File: config.mk
export PLATFORM = sky130hd
export DESIGN_NAME = udma_burst_ctrl
export DESIGN_NICKNAME = d
export VERILOG_FILES = /design/src/hw/udma_skid_buf.v /design/src/hw/udma_burst_ctrl.v
export VERILOG_INCLUDE_DIRS = /design/src /design/src/hw
export SDC_FILE = /design/constraint.sdc
export NUM_CORES = 1
export LEC_CHECK = 0
export ABC_AREA = 0
export BUFFER_PORTS_ARGS = -buffer_cell sky130_fd_sc_hd__buf_2
export CAP_MARGIN = 20
export CORE_UTILIZATION = 58
export DETAILED_ROUTE_END_ITERATION = 10
export PLACE_DENSITY_LB_ADDON = 0.3
export SYNTH_ARGS = -nofsm -noshare
export SYNTH_HDL_FRONTEND = slang
export SYNTH_SLANG_ARGS = --single-unit
File: constraint.sdc
create_clock -name clk_sys -period 3.75 [get_ports clk_sys]
set_input_delay 0.1875 -clock clk_sys [delete_from_list [all_inputs] [get_ports clk_sys]]
set_output_delay 0.1875 -clock clk_sys [all_outputs]
set_load 0.01 [all_outputs]
File: src/hw/udma_consts.vh
`ifndef UDMA_CONSTS_VH
`define UDMA_CONSTS_VH
// Clock period of clk_sys in picoseconds
`define CLK_PERIOD_PS 5000
// Least delay before driving data after the start condition, in ps
`define DRIVE_DELAY_MIN_PS 0
// Cycles for that delay, at least one
`define DRIVE_DELAY_CYC ((`DRIVE_DELAY_MIN_PS + `CLK_PERIOD_PS - 1) / `CLK_PERIOD_PS + 1)
// Pause once free room in the receive buffer falls below this many words
`define NEAR_FULL_ROOM 2
// Receive depth of the two-entry buffer
`define BUF_DEPTH 2
// Sender states
`define ST_IDLE 2'h0
`define ST_RUN 2'h1
`define ST_PAUSE 2'h2
`endif

File: src/hw/udma_skid_buf.v
`timescale 1ns/10ps
`default_nettype none
// Two-entry buffer with valid and ready on both sides
module udma_skid_buf #(
  parameter WIDTH = 16
) (
  input wire clk_sys,
  input wire srst,
  input wire in_valid,
  output wire in_ready,
  input wire [WIDTH-1:0] in_data,
  output wire out_valid,
  input wire out_ready,
  output wire [WIDTH-1:0] out_data,
  output wire [1:0] level
);
  reg [WIDTH-1:0] mem_q [0:1];
  reg wr_q;
  reg rd_q;
  reg [1:0] cnt_q;
  wire push;
  wire pop;

  assign in_ready = (cnt_q != 2'h2);
  assign out_valid = (cnt_q != 2'h0);
  assign out_data = mem_q[rd_q];
  assign level = cnt_q;
  assign push = in_valid & in_ready;
  assign pop = out_valid & out_ready;

  // Pointers and fill count
  always @(posedge clk_sys) begin
    if (srst) begin
      wr_q <= 1'b0;
      rd_q <= 1'b0;
      cnt_q <= 2'h0;
    end else begin
      if (push) begin
        wr_q <= ~wr_q;
      end
      if (pop) begin
        rd_q <= ~rd_q;
      end
      cnt_q <= cnt_q + {1'b0, push} - {1'b0, pop};
    end
  end

  // Storage has no reset; valid is carried by the count
  always @(posedge clk_sys) begin
    if (push) begin
      mem_q[wr_q] <= in_data;
    end
  end
endmodule // udma_skid_buf
`default_nettype wire

File: src/hw/udma_burst_ctrl.v
// What this block does
// - Data bus is driven only after both stop negated and host ready asserted are seen.
// - Stop negated with host ready asserted is taken as proof of an Ultra DMA host.
// - Drive starts a minimum of 0 ns after the start condition, after synchronisation.
// - The receiver drops its ready from a near-full level, not in step with strobes.
// - The one-extra-word bound holds only in modes 0 to 2.
// - Seeing ready negated, the sender stops strobing; a strobe due next edge is dropped.
// - A two-period synchronisation is allowed if no strobe goes out until resumed.
// - A late capture may let one more strobe out, which the receiver must take.
`timescale 1ns/10ps
`default_nettype none
`include "udma_consts.vh"
module udma_burst_ctrl #(
  parameter WIDTH = 16,
  parameter STROBE_DIV = 4,
  parameter PAUSE_SYNC_CYC = 1
) (
  input wire clk_sys,
  input wire srst,
  input wire dmack_n,
  input wire stop_in,
  input wire hdmardy_n_in,
  input wire data_in_dir,
  input wire hstrobe_in,
  input wire [WIDTH-1:0] dd_in,
  output reg [WIDTH-1:0] dd_out,
  output reg dd_oe,
  output reg dstrobe_out,
  output reg dstrobe_oe,
  output wire ddmardy_n_out,
  output reg ddmardy_oe,
  input wire tx_valid,
  output wire tx_ready,
  input wire [WIDTH-1:0] tx_data,
  output wire rx_valid,
  input wire rx_ready,
  output wire [WIDTH-1:0] rx_data,
  output reg paused
);
  // Three-stage synchronisers for every link input
  reg [2:0] ack_s_q;
  reg [2:0] stop_s_q;
  reg [2:0] rdy_s_q;
  reg [2:0] hs_s_q;
  reg [WIDTH-1:0] dd_s1_q;
  reg [WIDTH-1:0] dd_s2_q;
  reg [WIDTH-1:0] dd_s3_q;
  reg ack_q;
  reg stop_q;
  reg rdy_n_q;
  reg hs_q;
  reg hs_prev_q;

  always @(posedge clk_sys) begin
    if (srst) begin
      ack_s_q <= 3'h7;
      stop_s_q <= 3'h7;
      rdy_s_q <= 3'h7;
      hs_s_q <= 3'h7;
      dd_s1_q <= {WIDTH{1'b0}};
      dd_s2_q <= {WIDTH{1'b0}};
      dd_s3_q <= {WIDTH{1'b0}};
      ack_q <= 1'b0;
      stop_q <= 1'b1;
      rdy_n_q <= 1'b1;
      hs_q <= 1'b1;
      hs_prev_q <= 1'b1;
    end else begin
      ack_s_q <= {ack_s_q[1:0], dmack_n};
      stop_s_q <= {stop_s_q[1:0], stop_in};
      rdy_s_q <= {rdy_s_q[1:0], hdmardy_n_in};
      hs_s_q <= {hs_s_q[1:0], hstrobe_in};
      dd_s1_q <= dd_in;
      dd_s2_q <= dd_s1_q;
      dd_s3_q <= dd_s2_q; // Settled long before the strobe edge counts
      // A level counts once the second and third stages agree
      if (ack_s_q[1] == ack_s_q[2]) begin
        ack_q <= ~ack_s_q[2];
      end
      if (stop_s_q[1] == stop_s_q[2]) begin
        stop_q <= stop_s_q[2];
      end
      if (rdy_s_q[1] == rdy_s_q[2]) begin
        rdy_n_q <= rdy_s_q[2];
      end
      if (hs_s_q[1] == hs_s_q[2]) begin
        hs_q <= hs_s_q[2];
      end
      hs_prev_q <= hs_q;
    end
  end

  // Start condition only legal in Ultra DMA: both host lines "asserted" in old terms
  wire start_ok = ack_q & ~stop_q & ~rdy_n_q;
  wire host_rdy = ~rdy_n_q;

  // Send path: host data words leave the buffer one per strobe edge
  wire tx_bv;
  reg tx_pop;
  wire [WIDTH-1:0] tx_bd;

  udma_skid_buf #(.WIDTH(WIDTH)) u_tx_buf (
    .clk_sys(clk_sys),
    .srst(srst),
    .in_valid(tx_valid),
    .in_ready(tx_ready),
    .in_data(tx_data),
    .out_valid(tx_bv),
    .out_ready(tx_pop),
    .out_data(tx_bd),
    .level()
  );

  reg [1:0] state_q;
  reg [1:0] state_d;
  reg [7:0] div_q;
  reg [3:0] wait_q;
  reg [7:0] psync_q;
  wire sync_done = (psync_q >= PAUSE_SYNC_CYC[7:0]);
  wire div_hit = (div_q == STROBE_DIV[7:0] - 8'h01);

  // Sender state: run, or held while host ready is negated
  always @* begin
    state_d = state_q;
    case (state_q)
      `ST_IDLE: begin
        if (start_ok && data_in_dir && wait_q == `DRIVE_DELAY_CYC) begin
          state_d = `ST_RUN;
        end
      end
      `ST_RUN: begin
        if (!ack_q) begin
          state_d = `ST_IDLE;
        end else if (!host_rdy && sync_done) begin
          state_d = `ST_PAUSE;
        end
      end
      `ST_PAUSE: begin
        if (!ack_q) begin
          state_d = `ST_IDLE;
        end else if (host_rdy) begin
          state_d = `ST_RUN;
        end
      end
      default: begin
        state_d = `ST_IDLE;
      end
    endcase
  end

  // Strobe generation; a strobe due on the pause edge is withheld
  always @* begin
    tx_pop = (state_q == `ST_RUN) && div_hit && tx_bv && host_rdy && !sync_done;
  end

  always @(posedge clk_sys) begin
    if (srst) begin
      state_q <= `ST_IDLE;
      div_q <= 8'h00;
      wait_q <= 4'h0;
      psync_q <= 8'h00;
      dd_out <= {WIDTH{1'b0}};
      dd_oe <= 1'b0;
      dstrobe_out <= 1'b1;
      dstrobe_oe <= 1'b0;
      paused <= 1'b0;
    end else begin
      state_q <= state_d;
      // Minimum drive delay counted after both lines are synchronised
      if (!start_ok || !data_in_dir) begin
        wait_q <= 4'h0;
      end else if (wait_q != `DRIVE_DELAY_CYC) begin
        wait_q <= wait_q + 4'h1;
      end
      div_q <= div_hit ? 8'h00 : div_q + 8'h01;
      // Pause synchronisation allowance, configurable per clock rate
      if (host_rdy || state_q != `ST_RUN) begin
        psync_q <= 8'h00;
      end else if (!sync_done) begin
        psync_q <= psync_q + 8'h01;
      end
      dd_oe <= (state_d != `ST_IDLE);
      dstrobe_oe <= (state_d != `ST_IDLE);
      if (tx_pop) begin
        dd_out <= tx_bd;
        dstrobe_out <= ~dstrobe_out;
      end
      if (state_d == `ST_IDLE) begin
        dstrobe_out <= 1'b1;
      end
      paused <= (state_d == `ST_PAUSE);
    end
  end

  // Receive path: words caught on each host strobe edge
  wire [1:0] rx_level;
  wire rx_in_ready;
  wire rx_edge = ack_q && !data_in_dir && (hs_q != hs_prev_q);

  udma_skid_buf #(.WIDTH(WIDTH)) u_rx_buf (
    .clk_sys(clk_sys),
    .srst(srst),
    .in_valid(rx_edge),
    .in_ready(rx_in_ready),
    .in_data(dd_s3_q),
    .out_valid(rx_valid),
    .out_ready(rx_ready),
    .out_data(rx_data),
    .level(rx_level)
  );

  // Ready drops on level alone, with room left for the late extra word
  reg rx_hold_q;
  always @(posedge clk_sys) begin
    if (srst) begin
      rx_hold_q <= 1'b1;
      ddmardy_oe <= 1'b0;
    end else begin
      rx_hold_q <= (rx_level + `NEAR_FULL_ROOM > `BUF_DEPTH);
      ddmardy_oe <= ack_q && !data_in_dir;
    end
  end
  assign ddmardy_n_out = rx_hold_q;
endmodule // udma_burst_ctrl
`default_nettype wire

# After elaboration in Yosys (flattened, before gate mapping)
# Memories as Yosys holds them, arrays and structs flattened. A register that Yosys moved wholly into a read port is not among the register bits.
# Cells that the tools add are included.
[totals]
ff_bits = 100
ram_bits = 64
input_bits = 41
output_inout_bits = 40
word_cells = 102
memories = 2
[memory_table]
columns = ["name", "words", "width", "read_ports", "rd_clocked_by_memory_dff", "write_ports", "line", "source"]
rows = [
  ["u_rx_buf.mem_q", 2, 16, 1, 1, 1, "udma_skid_buf.v:17", "reg [WIDTH-1:0] mem_q [0:1];"],
  ["u_tx_buf.mem_q", 2, 16, 1, 1, 1, "udma_skid_buf.v:17", ""],
]
[op_classes]
add_sub_neg = 8
n_lt_le_gt_ge = 2
eq_ne = 14
muxes = 12
n_bitwise = 14
n_reduce_logical = 23
[op_table]
columns = ["op", "count"]
rows = [
  ["8-bit by 1-bit adder with 8-bit output (second input constant)", 2],
  ["2-bit 2-to-1 mux", 5],
  ["1-bit logical AND", 9],
  ["8-bit by 2-bit == test with 1-bit output (second input constant)", 1],
  ["8-bit by 1-bit >= comparator with 1-bit output (second input constant)", 1],
  ["1-bit NOT", 8],
  ["2-bit OR reduction", 4],
  ["1-bit bitwise AND", 6],
  ["1-bit 2-to-1 mux", 6],
  ["2-bit case mux with 3 select lines", 1],
  ["2-bit nonzero test", 3],
  ["2-bit by 1-bit adder with 2-bit output", 2],
  ["4-bit by 1-bit adder with 4-bit output (second input constant)", 1],
  ["1-bit == test", 4],
  ["2-bit == test (second input constant)", 2],
  ["4-bit by 1-bit == test with 1-bit output (second input constant)", 1],
  ["2-bit zero test", 2],
  ["2-bit != test (second input constant)", 2],
  ["4-bit by 1-bit != test with 1-bit output (second input constant)", 1],
  ["2-bit by 1-bit subtractor with 2-bit output", 2],
  ["2-bit by 2-bit adder with 3-bit output (second input constant)", 1],
  ["3-bit by 2-bit greater-than comparator with 1-bit output (second input constant)", 1],
  ["1-bit zero test", 3],
  ["2-bit by 1-bit == test with 1-bit output (second input constant)", 1],
  ["3 further kinds", 4],
]

# Logic depth before layout (Yosys ltp)
[logic_depth]
depth_word = 9
depth_mapped = 12

# Hierarchy
# From an unflattened synthesis, not the netlist that was laid out.
[hier_totals]
cells_unflattened = 488
area_unflattened_um2 = 6421.2
[modules_own_cells]
columns = ["mod", "instances", "cells_each", "area_each_um2", "seq_area_each_um2"]
rows = [
  ["udma_burst_ctrl", 1, 340, 3543.4, 2162.1],
  ["udma_skid_buf", 2, 74, 1438.9, 1061.0],
]

# Least setup slack after synthesis
# OpenSTA, ideal clock, no wires.
[synth_path]
path_kind = "flip-flop to flip-flop"
startpoint = "reg psync_q[1]"
endpoint = "reg u_tx_buf.cnt_q[1] (netlist: u_tx_buf.level[1])"
arrival_time_ps = 2202
required_time_ps = 3622
slack_ps = 1420
path_stages_with_launch = 13
n_path_buf = 1
path_cell_list = "dfxtp_1 > inv_1 > ha_1 > nor4b_1 > nand2_1 > nor2_4 > clkbuf_8 > ha_1 > inv_1 > ha_1 > xor2_1 > xnor2_1 > nor2_1"
[synth_via]
elab_chain_len = 5
[synth_rtl]
columns = ["item", "line", "source"]
rows = [
  ["start, declared", "udma_burst_ctrl.v:118", "reg [7:0] psync_q;"],
  ["start signal, assigned", "udma_burst_ctrl.v:180", "psync_q <= psync_q + 8'h01;"],
  ["8-bit by 1-bit >= comparator with 1-bit output", "udma_burst_ctrl.v:119", "wire sync_done = (psync_q >= PAUSE_SYNC_CYC[7:0]);"],
  ["1-bit zero test", "--", ""],
  ["1-bit logical AND", "udma_burst_ctrl.v:153", "tx_pop = (state_q == `ST_RUN) && div_hit && tx_bv && host_rdy && !sync_done;"],
  ["1-bit bitwise AND", "udma_skid_buf.v:29", "assign pop = out_valid & out_ready;"],
  ["named net u_tx_buf.pop", "udma_skid_buf.v:22", "wire pop;"],
  ["2-bit by 1-bit subtractor with 2-bit output", "udma_skid_buf.v:44", "cnt_q <= cnt_q + {1'b0, push} - {1'b0, pop};"],
  ["end signal, assigned", "udma_skid_buf.v:44", ""],
  ["end, declared", "udma_skid_buf.v:20", "reg [1:0] cnt_q;"],
]
# The timed path passes the listed nets, and every way through them passes these cells.
# A chain may end at the register's enable or synchronous reset.

# Final worst setup path
[layout_path]
startpoint = "reg psync_q[1]"
endpoint = "reg u_tx_buf.cnt_q[1] (netlist: u_tx_buf.level[1])"
[layout_via]
elab_chain_len = 5
[layout_rtl]
columns = ["item", "line"]
rows = [
  ["8-bit by 1-bit >= comparator with 1-bit output", "udma_burst_ctrl.v:119"],
  ["1-bit zero test", "--"],
  ["1-bit logical AND", "udma_burst_ctrl.v:153"],
  ["1-bit bitwise AND", "udma_skid_buf.v:29"],
  ["2-bit by 1-bit subtractor with 2-bit output", "udma_skid_buf.v:44"],
]
# Every way passes these cells.

==> out/results.ini <==
[status]
outcome = finished, final reports clean

[global_routing]
grt_max_degree = 100
grt.total_usage = 0.202
grt_pass1_wl_um = 17200
antenna_found_initial = 0
grt_pass1_vias = 3749
gr-total-overflow = 0

[floorplanning]
die_h_um = 107
placementRows = 37
start_util = 0.606
die_w_um = 107
coreArea_sq_mm = 0.0105
num_io_pins = 81
die-area_sq_mm = 0.0114

[synth]
synth.top_cell.area_share = 0.369
ys_warn_count = 0
synth_area_leaders = dfxtp_1 (37%), edfxtp_1 (30%), nor2b_1 (5.2%)
synthTopCellsByCount = dfxtp_1 (117), edfxtp_1 (64), nor2b_1 (53)
netlist_instances = 468
synth_most_common_cell = dfxtp_1
yosysSeqAreaShare = 0.673
synth_top_area_cell = dfxtp_1
yosysUniqueCellTypes = 46
synth-seq-cells = 181
syn_area_per_cell_sq_um = 13.5
syn_nets = 519
async_reset_ff_frac = 0
synth_ff_type = dfxtp_1
synth-edff-count = 64
syn-cell-area_sq_mm = 0.00634

[timing]
worst_pin_slew_ns = 1.01
max_slew_margin = 0.326
period_share = 0.735
report.final.slew_viol_count = 0
hold_violations = 0
min_period_ns = 2.76
fin_setup_tns_ns = 0
max_freq_mhz = 363
setup-violations-final = 0
fin_skew_ns = 0.0122
timing.final.ws_setup_ns = 0.995
grt_setup_unrepaired = no

[detailed_routing]
wl_um = 10700
drc_errors = 0
dr_total_vias = 3721
first_iter_violations = 119
drt-vias-per-instance = 5.07
ant_nets = 0
wl_per_cell_um = 14.6
first_pass_iters = 4

[pwr]
swShare = 0.210
combPwrFrac = 0.058
fin_total_pwr_mw = 4.15
vdd_ir_drop_max_mv = 0.333
switching_power_mw = 0.874
pwr-share-clk = 0.426
p_per_area_mw_per_mm2 = 537
p_seq_frac = 0.516
p_leak_nw = 3.00
internal_power_mw = 3.28

[finish]
final_nets = 636
area_growth_pct = 21.9
final_core_util = 0.739
num_antenna_cells = 0
drive_gt1_frac = 0.269
final_cells = 734
nFillCells = 679

[placement]
gp_congestion = 0.778
port_buffers = 80
place_inst = 665
hpwl_um = 6290
dp_slack_ns = 0.968

[setup_path]
crit_arrival_ns = 3.12
cp-start-kind = register
reg2regPathDepth = 11
crit_fanout = 17
worstSetupPathType = reg2reg
crit_path_end_kind = register
required_ns = 4.12

[clocking]
root_buffer = clkbuf_8
htree_levels = 4
cts_setup_buffers = 0
numCtsBuffers = 17
numClockSinks = 181
clk_pin_slew_ns = 0.06
post_cts_resized = 0
clk_latency_ns = 0.53
cts_hold_buf = 37
cts_buffer_depth = 2
cts_tree = yes

[hold_path]
hold_depth = 4
hold_class = in2reg

[job]
drv_cap = 0

flip-flops by register name, indices dropped and copies added, names as in the netlist, 2 cells and up, named ones only:
register	cells
ack_s_q	3
u_tx_buf.level	2
hs_s_q	3
u_rx_buf.level	2
div_q	8
u_rx_buf.mem_q	32
dd_s2_q	16
state_q	2
wait_q	4
dd_out	16
dd_s3_q	16
stop_s_q	3
dd_s1_q	16
psync_q	8
rdy_s_q	3
u_tx_buf.mem_q	32
through the flow:
stage	area, sq um	hold WS (ns)
2_1_floorplan	6340	0.264
3_3_place_gp	6760	0.370
3_5_place_dp	6760	0.379
4_1_cts	7730	0.0422
5_1_grt	7730	0.0652
6_report	7730	0.0749
layer usage:
metal,track usage,vias to the layer above,share of wire
met5,0,-,0
met4,0.0861,0,0.015
met3,0.0595,16,0.041
met1,0.229,1761,0.43
met2,0.353,95,0.51
li1,-,1849,-
critical path, stage by stage, from the launching register on:
cell and delay (ns):
dfxtp_1 0.36, inv_1 0.08, ha_1 0.17, nor4b_1 0.30, nand2_1 0.27, nor2_4 0.51, ha_1 0.32, inv_1 0.06
ha_1 0.14, xor2_1 0.18, xnor2_1 0.14, nor2_1 0.06
power by group through the flow:
| stage | combinational [mW] | sequential (mW) | clock (mW) |
|---|---|---|---|
| floorplan | 0.151 | 2.17 | 0 |
| detailed placement | 0.210 | 2.19 | 0 |
| global placement | 0.203 | 2.18 | 0 |
| CTS | 0.241 | 2.14 | 1.80 |
| global route | 0.265 | 2.15 | 1.88 |
| finish | 0.241 | 2.14 | 1.77 |
cell families (layout without fill, tap and decap cells):
logic type / after synthesis / count (layout) / synth area share
DFF: 181 / 181 / 0.673
AOI/OAI and AO/OA: 50 / 50 / 0.0602
and+or+nand+nor: 145 / 145 / 0.136
adders and majority gates: 11 / 11 / 0.0213
muxes: 32 / 32 / 0.0537
xor gates and xnor gates: 17 / 17 / 0.0235
buffers and inverters: 32 / 162 / 0.0332
worst paths after layout:
kind	startpoint	slack, ns	endpoint
worst max-delay path	psync_q[1]	0.99	u_tx_buf.level[1]
worst min-delay path	tx_valid	0.07	u_tx_buf.wr_q
worst max register to register	psync_q[1]	0.99	u_tx_buf.level[1]
worst min register to register	ack_s_q[0]	0.41	ack_s_q[1]
layout make-up:
cell class	count	area [sq um]	area share
multi-input combinational	255	1870	0.241
clock inverter	12	163	0.0210
sequential	181	4260	0.552
inverter	11	41.3	0.00534
clock buffer	20	435	0.0563
timing repair buffer	119	788	0.102
tap	136	170	0.0220
layout by cell type (no fill, tap or decap), types with 4 or more instances in the layout:
master	synthesis	routed
and2_1	8	8
nand3_1	6	6
a211oi_2	10	10
a21oi_1	25	25
dlygate4sd3_1	0	37
nor2_1	26	26
clkbuf_16	0	16
mux2i_1	16	16
nand3b_1	4	4
inv_1	11	11
xor2_1	10	10
buf_2	0	79
a211oi_1	6	6
edfxtp_1	64	64
nand2_1	9	9
nor2b_1	53	53
dfxtp_1	117	117
inv_6	0	5
xnor2_1	7	7
ha_1	10	10
mux2_2	16	16
nor3b_1	4	4
or2_2	15	15
Power figures use the tool's default switching activity.
